==> src/inc/dbs_pkg.sv <==
// constants, types and field layout for the burst-order and dll-off block
// assumes a 100 MHz pclk and a single apb master
//
// Contract
// MR0 A3 picks sequential or interleaved burst order.
// MR0 A1:A0 picks fixed BC4, fixed BL8 or on-the-fly length.
// on-the-fly mode samples A12/BC with each read or write command.
// sequential read beats step low two bits from start, upper half inverts A2.
// interleaved read beat k addresses start column XOR k.
// chopped read drives four beats, output drivers off for the last four.
// writes ignore A1 A0; BL8 writes ignore A2; chopped tail data ignored.
// fixed BC4 starts the internal write two clocks earlier than BL8.
// on-the-fly length keeps internal write at BL8 timing even when chopped.
// write CRC with fixed BL8 forces write burst start column 000.
// MR1 A0 at 0 disables the DLL until written back to 1.
// controller idles, all banks precharged, termination off before DLL-off write.
// controller waits tMOD, enters self refresh, waits tCKSRE before clock change.
// controller changes clock only in self refresh, stable tCKSRX before exit.
// controller keeps CKE high from exit until every tMOD elapses.
// controller holds ODT low until tMOD if termination was on.
// after tXS_FAST only ZQ calibration and restricted mode writes allowed.
// other commands wait tXS after self refresh exit.
// MR4 A9 aborts ongoing refresh at exit without counting it.
// controller issues an extra refresh before re-entering self refresh.
// controller waits tMOD after last mode write before next command; the bench issues its next command right after MODE and SRCTL writes.
// a started burst runs to completion and cannot be interrupted.
// controller sends deselects during tXS; reads and ODT wait tXSDLL.
`default_nettype none
package dbs_pkg;
   // register byte offsets
   localparam logic [7:0] ADDR_MODE = 8'h00;
   localparam logic [7:0] ADDR_DLL = 8'h04;
   localparam logic [7:0] ADDR_SRCTL = 8'h08;
   localparam logic [7:0] ADDR_STATUS = 8'h0C;
   localparam logic [7:0] ADDR_REFCNT = 8'h10;
   // field positions; mode fields kept at the mode register bit numbers, status bits numbered from 0
   localparam int BL_LSB = 0;
   localparam int BT_BIT = 3;
   localparam int CRC_BIT = 4;
   localparam int DLL_BIT = 0;
   localparam int ABORT_BIT = 9;
   localparam int ST_SR_BIT = 0;
   localparam int ST_REF_BIT = 1;
   localparam int ST_BUSY_BIT = 2;
   localparam int ST_DLL_BIT = 3;
   // burst length codes
   localparam logic [1:0] BL_FIX8 = 2'h0;
   localparam logic [1:0] BL_OTF = 2'h1;
   localparam logic [1:0] BL_FIX4 = 2'h2;
   // reset values
   localparam logic [4:0] MODE_RST = 5'h00;
   localparam logic DLL_RST = 1'b1;
   localparam logic ABORT_RST = 1'b0;
   // timing
   localparam int CLK_PERIOD_NS = 10;
   localparam int T_RFC_NS = 350;
   localparam int T_REFI_NS = 7800;
   localparam int REF_CYC = (T_RFC_NS + CLK_PERIOD_NS - 1) / CLK_PERIOD_NS;
   localparam int REFI_CYC = T_REFI_NS / CLK_PERIOD_NS;
   localparam int WR_PULL_IN = 2;
   localparam int BEATS = 8;
   localparam logic [2:0] LAST_BEAT = 3'h7;
   localparam logic [2:0] HALF_BEAT = 3'h4;

   typedef enum logic [4:0] {
      OP_READ = 5'h01,
      OP_WRITE = 5'h02,
      OP_SRE = 5'h04,
      OP_SRX = 5'h08,
      OP_REF = 5'h10
   } dbs_op_type;

   typedef struct packed {
      logic valid;
      dbs_op_type op;
      logic bl8_sel;
      logic [2:0] col;
   } dbs_cmd_type;

   typedef struct packed {
      logic valid;
      logic rd;
      logic drive;
      logic keep;
      logic [2:0] col;
   } dbs_beat_type;
endpackage
`default_nettype wire

==> src/dbs_top.sv <==
// burst ordering, write timing, dll control and self refresh for one device
// assumes an apb master on pclk and commands decoded to one-hot ops
//
// Local design decisions: the address map and the APB register port.
`default_nettype none
module dbs_top #(
   parameter int WR_BL8_DLY = 8,
   parameter int REF_CYCLES = dbs_pkg::REF_CYC,
   parameter int SR_PERIOD = dbs_pkg::REFI_CYC
) (
   input wire logic pclk,
   input wire logic presetn,
   input wire logic psel,
   input wire logic penable,
   input wire logic pwrite,
   input wire logic [7:0] paddr,
   input wire logic [31:0] pwdata,
   output logic [31:0] prdata,
   output logic pready,
   output logic pslverr,
   input wire dbs_pkg::dbs_cmd_type cmd,
   output logic cmd_ready,
   output dbs_pkg::dbs_beat_type beat,
   output logic wr_int_start,
   output logic dll_en,
   output logic sr_active,
   output logic refresh_abort
);
   import dbs_pkg::*;

   localparam int WBL8 = WR_BL8_DLY;
   localparam int WBC4 = WR_BL8_DLY - WR_PULL_IN;

   initial begin
      if (WR_BL8_DLY < WR_PULL_IN + 2 || WR_BL8_DLY > 255) begin
         $error("dbs_top: WR_BL8_DLY out of range");
      end
   end

   typedef enum logic [1:0] {
      ST_IDLE = 2'b01,
      ST_BURST = 2'b10
   } dbs_state_type;

   // unmapped offsets answer with an error and read as zero
   function automatic logic addr_hit(input logic [7:0] a);
      addr_hit = (a == ADDR_MODE) || (a == ADDR_DLL) || (a == ADDR_SRCTL) ||
                 (a == ADDR_STATUS) || (a == ADDR_REFCNT);
   endfunction

   logic [4:0] mode_reg;
   logic dll_reg;
   logic abort_reg;
   dbs_state_type state_reg;
   logic [2:0] k_reg;
   logic [2:0] st_col_reg;
   logic rd_reg;
   logic chop_reg;
   logic ilv_reg;
   logic [7:0] wr_timer_reg;
   logic [31:0] rdata_next;
   logic [2:0] beat_col;
   logic ref_busy;
   logic [15:0] ref_count;
   logic apb_wr;
   logic apb_setup;
   logic accept;
   logic is_rw;
   logic chop_next;
   logic fixed4;
   logic fixed8;
   logic otf;

   // apb decode; every access finishes in its first access cycle, no wait states
   assign apb_setup = psel && !penable;
   assign apb_wr = psel && penable && pwrite && addr_hit(paddr);
   assign pready = psel && penable;
   assign pslverr = psel && penable && !addr_hit(paddr);

   // length decode; the spare code behaves as unchopped eight-beat
   assign fixed4 = mode_reg[BL_LSB +: 2] == BL_FIX4;
   assign fixed8 = mode_reg[BL_LSB +: 2] == BL_FIX8;
   assign otf = mode_reg[BL_LSB +: 2] == BL_OTF;
   assign is_rw = (cmd.op == OP_READ) || (cmd.op == OP_WRITE);
   // a running burst or self refresh refuses new column commands
   assign cmd_ready = (state_reg == ST_IDLE) && !sr_active;
   assign accept = cmd.valid && is_rw && cmd_ready;
   // fixed length from the mode field, otherwise the command's own bit
   assign chop_next = fixed4 || (otf && !cmd.bl8_sel);
   assign dll_en = dll_reg;

   // mode register: length, type, crc
   always_ff @(posedge pclk or negedge presetn) begin
      if (!presetn) begin
         mode_reg <= MODE_RST;
      end else if (apb_wr && paddr == ADDR_MODE) begin
         mode_reg <= pwdata[4:0];
      end
   end

   // dll enable stays as written until written back
   always_ff @(posedge pclk or negedge presetn) begin
      if (!presetn) begin
         dll_reg <= DLL_RST;
      end else if (apb_wr && paddr == ADDR_DLL) begin
         dll_reg <= pwdata[DLL_BIT];
      end
   end

   // self refresh abort enable
   always_ff @(posedge pclk or negedge presetn) begin
      if (!presetn) begin
         abort_reg <= ABORT_RST;
      end else if (apb_wr && paddr == ADDR_SRCTL) begin
         abort_reg <= pwdata[ABORT_BIT];
      end
   end

   // read mux, sampled in the setup phase so prdata comes from a flop
   always_comb begin
      rdata_next = 32'h0000_0000;
      case (paddr)
         ADDR_MODE: rdata_next[4:0] = mode_reg;
         ADDR_DLL: rdata_next[DLL_BIT] = dll_reg;
         ADDR_SRCTL: rdata_next[ABORT_BIT] = abort_reg;
         ADDR_STATUS: begin
            rdata_next[ST_SR_BIT] = sr_active;
            rdata_next[ST_REF_BIT] = ref_busy;
            rdata_next[ST_BUSY_BIT] = state_reg == ST_BURST;
            rdata_next[ST_DLL_BIT] = dll_reg;
         end
         ADDR_REFCNT: rdata_next[15:0] = ref_count;
         default: rdata_next = 32'h0000_0000;
      endcase
   end

   always_ff @(posedge pclk or negedge presetn) begin
      if (!presetn) begin
         prdata <= 32'h0000_0000;
      end else if (apb_setup && !pwrite) begin
         prdata <= rdata_next;
      end
   end

   // burst sequencer: eight beat slots, never cut short
   always_ff @(posedge pclk or negedge presetn) begin
      if (!presetn) begin
         state_reg <= ST_IDLE;
         k_reg <= 3'h0;
      end else begin
         case (state_reg)
            ST_IDLE: begin
               k_reg <= 3'h0;
               if (accept) begin
                  state_reg <= ST_BURST;
               end
            end
            ST_BURST: begin
               k_reg <= k_reg + 3'h1;
               if (k_reg == LAST_BEAT) begin
                  state_reg <= ST_IDLE;
               end
            end
            default: state_reg <= ST_IDLE;
         endcase
      end
   end

   // burst attributes latched with the command
   always_ff @(posedge pclk or negedge presetn) begin
      if (!presetn) begin
         st_col_reg <= 3'h0;
         rd_reg <= 1'b0;
         chop_reg <= 1'b0;
         ilv_reg <= 1'b0;
      end else if (accept) begin
         rd_reg <= cmd.op == OP_READ;
         chop_reg <= chop_next;
         ilv_reg <= mode_reg[BT_BIT];
         if (cmd.op == OP_WRITE && mode_reg[CRC_BIT] && fixed8) begin
            st_col_reg <= 3'h0;
         end else begin
            st_col_reg <= cmd.col;
         end
      end
   end

   dbs_beat_gen u_gen (
      .start_col(st_col_reg),
      .beat_k(k_reg),
      .interleave(ilv_reg),
      .is_write(!rd_reg),
      .chop(chop_reg),
      .col(beat_col)
   );

   // beat output; chopped tail slots keep drivers off and data ignored
   always_ff @(posedge pclk or negedge presetn) begin
      if (!presetn) begin
         beat <= '0;
      end else begin
         beat.valid <= state_reg == ST_BURST;
         beat.rd <= rd_reg;
         beat.col <= beat_col;
         beat.drive <= (state_reg == ST_BURST) && rd_reg &&
                        (!chop_reg || k_reg < HALF_BEAT);
         beat.keep <= (state_reg == ST_BURST) && !rd_reg &&
                       (!chop_reg || k_reg < HALF_BEAT);
      end
   end

   // internal write start; only fixed BC4 pulls it in, on-the-fly never
   always_ff @(posedge pclk or negedge presetn) begin
      if (!presetn) begin
         wr_timer_reg <= 8'h00;
      end else if (accept && cmd.op == OP_WRITE) begin
         wr_timer_reg <= fixed4 ? 8'(WBC4) : 8'(WBL8);
      end else if (wr_timer_reg != 8'h00) begin
         wr_timer_reg <= wr_timer_reg - 8'h01;
      end
   end

   // pulse as the timer passes one; zero means no write pending
   always_ff @(posedge pclk or negedge presetn) begin
      if (!presetn) begin
         wr_int_start <= 1'b0;
      end else begin
         wr_int_start <= wr_timer_reg == 8'h01;
      end
   end

   // self refresh only from idle; the engine owns refresh bookkeeping
   dbs_selfref #(
      .REF_CYCLES(REF_CYCLES),
      .SR_PERIOD(SR_PERIOD)
   ) u_sr (
      .pclk(pclk),
      .presetn(presetn),
      .sre(cmd.valid && cmd.op == OP_SRE && state_reg == ST_IDLE && !sr_active),
      .srx(cmd.valid && cmd.op == OP_SRX && sr_active),
      .ref_cmd(cmd.valid && cmd.op == OP_REF && !sr_active),
      .abort_en(abort_reg),
      .sr_active(sr_active),
      .ref_busy(ref_busy),
      .abort_pulse(refresh_abort),
      .ref_count(ref_count)
   );
endmodule
`default_nettype wire

==> src/dbs_beat_gen.sv <==
// column low-bit generator for one beat of a burst
// assumes start column and beat index are stable for the cycle
`default_nettype none
module dbs_beat_gen (
   input wire logic [2:0] start_col,
   input wire logic [2:0] beat_k,
   input wire logic interleave,
   input wire logic is_write,
   input wire logic chop,
   output logic [2:0] col
);
   import dbs_pkg::*;

   // writes count up from zero, chopped ones in the chosen half; reads follow burst type
   always_comb begin
      if (is_write) begin
         col = chop ? {start_col[2] ^ beat_k[2], beat_k[1:0]} : beat_k;
      end else if (interleave) begin
         col = start_col ^ beat_k;
      end else begin
         col = {start_col[2] ^ beat_k[2], 2'(start_col[1:0] + beat_k[1:0])};
      end
   end
endmodule
`default_nettype wire

==> src/dbs_selfref.sv <==
// self refresh state, refresh engine and abort-on-exit
// assumes sre/srx/ref pulses are legal commands from the controller
`default_nettype none
module dbs_selfref #(
   parameter int REF_CYCLES = 35,
   parameter int SR_PERIOD = 780
) (
   input wire logic pclk,
   input wire logic presetn,
   input wire logic sre,
   input wire logic srx,
   input wire logic ref_cmd,
   input wire logic abort_en,
   output logic sr_active,
   output logic ref_busy,
   output logic abort_pulse,
   output logic [15:0] ref_count
);
   import dbs_pkg::*;

   initial begin
      if (REF_CYCLES < 1 || REF_CYCLES > 65535 || SR_PERIOD < 2 || SR_PERIOD > 65535) begin
         $error("dbs_selfref: refresh timing out of range");
      end
   end

   logic [15:0] ref_timer_reg;
   logic [15:0] period_reg;
   logic do_abort;
   logic sr_tick;

   assign do_abort = srx && abort_en && ref_busy;
   assign sr_tick = sr_active && (period_reg == 16'h0000);

   // self refresh entry and exit
   always_ff @(posedge pclk or negedge presetn) begin
      if (!presetn) begin
         sr_active <= 1'b0;
      end else if (sre) begin
         sr_active <= 1'b1;
      end else if (srx) begin
         sr_active <= 1'b0;
      end
   end

   // internal refresh interval while in self refresh
   always_ff @(posedge pclk or negedge presetn) begin
      if (!presetn) begin
         period_reg <= 16'h0000;
      end else if (sre || sr_tick) begin
         period_reg <= 16'(SR_PERIOD - 1);
      end else if (sr_active) begin
         period_reg <= period_reg - 16'h0001;
      end
   end

   // refresh engine; an abort drops the refresh without counting it
   always_ff @(posedge pclk or negedge presetn) begin
      if (!presetn) begin
         ref_busy <= 1'b0;
         ref_timer_reg <= 16'h0000;
         ref_count <= 16'h0000;
      end else if (do_abort) begin
         ref_busy <= 1'b0;
      end else if (ref_busy) begin
         ref_timer_reg <= ref_timer_reg - 16'h0001;
         if (ref_timer_reg == 16'h0000) begin
            ref_busy <= 1'b0;
            ref_count <= ref_count + 16'h0001;
         end
      end else if (ref_cmd || sr_tick) begin
         ref_busy <= 1'b1;
         ref_timer_reg <= 16'(REF_CYCLES - 1);
      end
   end

   // one-cycle flag for the abort event
   always_ff @(posedge pclk or negedge presetn) begin
      if (!presetn) begin
         abort_pulse <= 1'b0;
      end else begin
         abort_pulse <= do_abort;
      end
   end
endmodule
`default_nettype wire

==> config.mk <==
export PLATFORM = sky130hd
export DESIGN_NAME = dbs_top
export DESIGN_NICKNAME = d
export VERILOG_FILES = /design/src/inc/dbs_pkg.sv /design/src/dbs_top.sv /design/src/dbs_beat_gen.sv /design/src/dbs_selfref.sv
export SDC_FILE = /design/constraint.sdc
export NUM_CORES = 1
export LEC_CHECK = 0
export BUFFER_PORTS_ARGS = -buffer_cell sky130_fd_sc_hd__buf_2
export CELL_PAD_IN_SITES_DETAIL_PLACEMENT = 0
export CELL_PAD_IN_SITES_GLOBAL_PLACEMENT = 1
export CORE_MARGIN = 2
export CORE_UTILIZATION = 25
export CTS_CLUSTER_SIZE = 10
export DETAILED_ROUTE_END_ITERATION = 12
export GPL_TIMING_DRIVEN = 0
export PLACE_DENSITY_LB_ADDON = 0.1
export SLEW_MARGIN = 5
export SYNTH_ARGS = -nofsm -noshare
export SYNTH_HDL_FRONTEND = slang
export SYNTH_SLANG_ARGS = --single-unit
==> constraint.sdc <==
create_clock -name pclk -period 4.8 [get_ports pclk]
set_input_delay 1.44 -clock pclk [delete_from_list [all_inputs] [get_ports pclk]]
set_output_delay 1.44 -clock pclk [all_outputs]
set_load 0.01 [all_outputs]
== Word-level counts from Yosys, hierarchy flattened ==
Cells that the tools add are included.
Operators by class
  bitwise gates (word level): 3
  add/subtract/negate cells: 6
  mux-type cells: 27
  reductions and logical operators: 59
  $lt $le $gt $ge: 1
  equal/unequal tests: 17
Operator list (number)
  2-to-1 mux 16 bit: 4
  logical NOT 16 bit: 2
  subtractor 16 x 1 -> 16 bit, second input constant: 2
  logical AND 1 bit: 30
  adder 16 x 1 -> 16 bit, second input constant: 1
  == test 8 x 4 -> 1 bit, second input constant: 2
  2-to-1 mux 8 bit: 2
  2-to-1 mux 3 bit: 4
  nonzero test 2 bit: 5
  logical OR 1 bit: 9
  one-hot mux 3 bit (3 select lines): 1
  == test 8 x 1 -> 1 bit, second input constant: 1
  == test 8 x 3 -> 1 bit, second input constant: 1
  == test 8 x 5 -> 1 bit, second input constant: 1
  logical NOT 8 bit: 1
  2-to-1 mux 4 bit: 2
  nonzero test 8 bit: 1
  subtractor 8 x 1 -> 8 bit, second input constant: 1
  logical NOT 1 bit: 7
  2-to-1 mux 1 bit: 6
  2-to-1 mux 6 bit: 1
  one-hot mux 3 bit (2 select lines): 1
  == test 5 x 1 -> 1 bit, second input constant: 1
  == test 5 x 2 -> 1 bit, second input constant: 1
  other kinds (20): 26
Storage, ports and cells
  output and inout bits: 46
  bits in registers: 101
  input bits: 55

== Longest topological paths before layout ==
  word-level depth: 7
  depth in mapped cells: 9
  depth with buffers taken out: 7

== Modules after synthesis ==
From an unflattened synthesis, not the netlist that was laid out.
Second synthesis, totals
  cells, all modules: 513
  area total of the unflattened synthesis: 5282.6 µm²
Modules (own cells, without submodules)
  dbs_selfref: area each 2603.7 µm², times used 1, cells each 264, seq. area each 1276.2 µm²
  dbs_top: area each 2595.0 µm², times used 1, cells each 239, seq. area each 1253.7 µm²
  dbs_beat_gen: area each 83.8 µm², times used 1, cells each 10, seq. area each 0.0 µm²

== Worst setup path before layout ==
Ideal clock, no wire load.
  path kind: input port to output port
  start point: input port paddr[2]
  end point: output port pslverr
  required time: 3360 ps
  slack: 1232 ps
  stages on the path: 4
  arrival: 2128 ps
  buffers on the path: 1
  cells stage by stage: clkbuf_1 or2_2 a21oi_1 nor2b_1
On the way
  longest elaborated chain between the ends: 7
  elaborated cells on any way between the ends: 11
  those cells by class: 4 x eq/ne; 7 x reduce/logical
RTL lines
  start: declaration: line dbs_top.sv:16  | input wire logic [7:0] paddr,
  == test 8 x 3 -> 1 bit / logical NOT 8 bit (equally long branches): line dbs_top.sv:47  | addr_hit = (a == ADDR_MODE) || (a == ADDR_DLL) || (a == ADDR_SRCTL) ||
  logical OR 1 bit (3 in a row): line dbs_top.sv:47
  logical OR 1 bit (*): line dbs_top.sv:48  | (a == ADDR_STATUS) || (a == ADDR_REFCNT);
  logical NOT 1 bit (*): line dbs_top.sv:78  | assign pslverr = psel && penable && !addr_hit(paddr);
  logical AND 1 bit (*): line dbs_top.sv:78
  end: declaration: line dbs_top.sv:20  | output logic pslverr,
Mark *: on every way between the ends. The rest lies on a longest branch, timed or not.

== Worst setup path after layout ==
Ends and elaborated chain as after synthesis.

==> summary.md <==
| Metric | Value |
|---|---|
| Post-synth top area share | 0.485 |
| Syn avg cell area | between 10 and 15 um^2 |
| Status | finished clean |
| Met3 WL post-DR | about 370 um |
| Synthesis-stage register bit count | 101 |
| Synth Flop Type | dfrtp_1 |
| Xor and xnor area share after synthesis | 0.0600 |
| Yosys Warn Count | 0 |
| CTS tree | built |
| Slew HR | 0.165 |
| Setup crit start | paddr[2] |
| IO Pins | just over 100 |
| 1st-pass router iterations | 4 |
| First-pass GRT wire length | ~21000 um |
| Slew @ Worst Pin | between 1 and 1.5 ns |
| Max Slew Vio Count | 0 |
| Largest net degree at the start of global routing | 69 |
| Initial cell density of the core | 0.253 |
| Syn Std Cell Area | roughly 5100 um^2 |
| Final Hold Vio Count | 0 |
| Fmax | between 200 and 300 MHz |
| Final WL | 12700 um |
| Compound-Gate Fraction of Synth Area | 0.124 |
| Number of CTS-inserted buffers | 9 |
| Antenna Nets Post-Route | 0 |
| Yosys top cell by area | dfrtp_1 |
| Hold Startpoint | u_sr.ref_count[15]$_DFFE_PN0P_ |
| Crit. End Element | primary output |
| DR vias/cell | approximately 4.5 |
| Core area | about 20000 um^2 |
| WL met2 | approximately 6000 um |
| WS Path Type | input port to primary output |
| Int Pwr | approximately 0.0017 W |
| Sw Share | 0.338 |
| All-Layer GR Usage | 0.123 |
| Cells after synthesis | approximately 500 |
| Avg WL per Cell | 14.7 um |
| Setup Fix Bufs, Post-CTS | 0 |
| Grt ovf | 0 |
| Cell variety after synth | between 60 and 70 |
| Seq pwr share | 0.462 |
| Clk pwr share | 0.292 |
| NumNets Final | 651 |
| Die area | between 20000 and 25000 um^2 |
| Sequential-to-total area share from yosys stat | 0.495 |
| Diode count | 0 |
| VDD IR max | 0.161 mV |
| Area after DPL | a little under 6000 um^2 |
| Critical Path AT | 2.40 ns |
| Routability congestion estimate | roughly 0.74 |
| Metal-1 WL | between 6000 and 7000 um |
| Post_cts resized | 0 |
| Adder-cell share of the synthesized area | 0.0245 |
| Top post-synthesis cells by area | dfrtp_1 (49%), xnor2_1 (3.6%), nor2_1 (3.3%) |
| Row count | 52 |
| Clock transition at path regs | about 0.080 ns |
| RSZ-0062 raised after global routing | no |
| Crit Path Max Fanout | 9 |
| Initial antenna violation count | 0 |
| Die extent in y | roughly 150 um |
| Post-synth ARST share | 1.00 |
| Crit share post-route | 0.800 |
| Hold WC Path Type | flip-flop to flip-flop |
| Largest family of logic cells by synthesized area | simple AND/OR/NAND/NOR gates |
| CTS Root Cell | clkbuf_16 |
| Worst skew pair latency | between 0.3 and 0.4 ns |
| Fin Setup TNS | 0 ns |
| Clk buf depth | 2 |
| # hold bufs at CTS | 0 |
| Vias | around 3900 |
| DR DRC count | 0 |
| Combinational share of power | 0.246 |
| Crit path buf inv count | 2 |
| Synth-to-Final Area Change | 19.7% |
| H-Tree Depth | 3 |
| Final setup vio count | 0 |
| PwrDens | between 400 and 500 nW/um^2 |
| Vias in the first global route | a little under 4000 |
| Die X | between 100 and 150 um |
| MaxCap Viol Count | 0 |
| Dpl hpwl | 9170 um |
| Most frequent cells in the layout | dfrtp_1 (99), buf_2 (55), nor2_1 (45) |
| P_leak | 2.68 nW |
| Uppermost layer routed | met4 |
| Number of enable flip-flop cells after synthesis | 0 |
| Period minus WS final | 3.84 ns |
| Most common cell after layout, fill and taps aside | dfrtp_1 |
| Crit-path cells | clkbuf_1 -> or2_2 -> a21oi_1 -> nor2b_1 -> buf_2 |
| Share of cells above drive strength 1 | 0.196 |
| Clock sink count | between 100 and 150 |
| Port bufs | 55 |
| Post-synthesis mux area share | 0.0338 |
| Drt first-iter violations | roughly 120 |
| Skew final | around 0.014 ns |
| CP max stage delay | 0.37 ns |
| CP delay by family, top | simple AND/OR/NAND/NOR gates |
| Synth Area in Simple Gates | 0.209 |
| Net switching power | roughly 0.00089 W |
| CP startpoint kind | input port |
| FF-to-FF Start | u_sr.period_reg[0]$_DFFE_PN0P_ |
| CP max stage cell | or2_2 |
| Post-route cell area | slightly above 6000 um^2 |
| CP required | 3.36 ns |
-- final timing paths --
path,to,slack (ns),depth (start not counted)
max reg2reg,u_sr.ref_timer_reg[7]$_DFFE_PN0P_,1.90,7
min reg2reg,u_sr.ref_count[15]$_DFFE_PN0P_,0.47,1
max in group asynchronous,dll_en$_DFFE_PN1P_,3.14,2
max,pslverr,0.96,5
min,u_sr.ref_count[15]$_DFFE_PN0P_,0.47,1
min in group asynchronous,beat[4]$_DFF_PN0_,0.99,1
-- metrics by stage --
stage,instances,setup slack [ns],hold WS [ns],utilization,total power (W)
CTS,861,0.955,0.475,0.303,0.00267
global route,861,0.833,0.482,0.303,0.00283
floorplan,519,1.23,0.442,-,0.00169
finish,861,0.958,0.472,0.303,0.00263
global placement,844,0.902,0.460,0.286,0.00187
detailed placement,845,0.958,0.463,0.288,0.00188
-- final cells by class --
class,count,area [um^2]
multi-input cells,367,2370
fillers,2156,14100
plain buffers,31,193
repair buffers,56,309
clock buffers,9,225
clock inverters,7,80.1
inverters,20,75.1
well taps,270,338
flip-flops and latches,101,2530
-- synthesized netlist by cell type, types with 3 or more instances --
cell / n
inv_1: 20
xor2_1: 14
a22o_1: 17
o21ai_1: 3
o21ai_0: 23
nand4b_1: 3
dfrtp_1: 99
nor2_1: 45
nand3_1: 14
nor2b_1: 7
nor3_2: 5
mux2i_1: 6
or4_1: 6
clkbuf_1: 12
ha_1: 10
or3_1: 8
nor4b_1: 4
nor3_1: 28
a21o_1: 5
nand2_1: 36
a31oi_1: 3
o41ai_1: 3
o31ai_1: 4
nand2b_1: 5
o22ai_1: 4
o21a_1: 3
o211ai_1: 3
xnor2_1: 21
a21oi_1: 15
and2_1: 4
buf_4: 16
mux2_2: 9
nor4_1: 10
and3_1: 5
-- cell families after synthesis --
group / count (synthesis)
AND/OR/NAND/NOR: 197
flip-flops: 101
AO/OA/AOI/OAI: 93
buffers and inverters: 51
XOR/XNOR: 35
multiplexers: 16
adder cells (fa/ha/maj): 10
other: 1
-- power groups by stage --
stage	logic (W)	registers (W)	clock network, W
detailed placement	0.000656	0.00123	0
CTS	0.000660	0.00121	0.000798
finish	0.000646	0.00121	0.000766
global placement	0.000647	0.00122	0
global route	0.000749	0.00124	0.000834
floorplan	0.000508	0.00118	0
-- per-layer routing --
layer	GRT usage	up-vias
met1	0.169	1879
met5	0	-
li1	-	1942
met2	0.196	48
met3	0.0205	10
met4	0.0428	0
-- worst register-to-register path, stage by stage, from the launching register on --
cell and delay, ns:
dfrtp_1 0.42, inv_1 0.07, ha_1 0.17, or3b_1 0.45, nand4b_1 0.34, o41ai_2 0.76, clkbuf_1 0.45, nor2_1 0.11
Power figures use the tool's default switching activity.
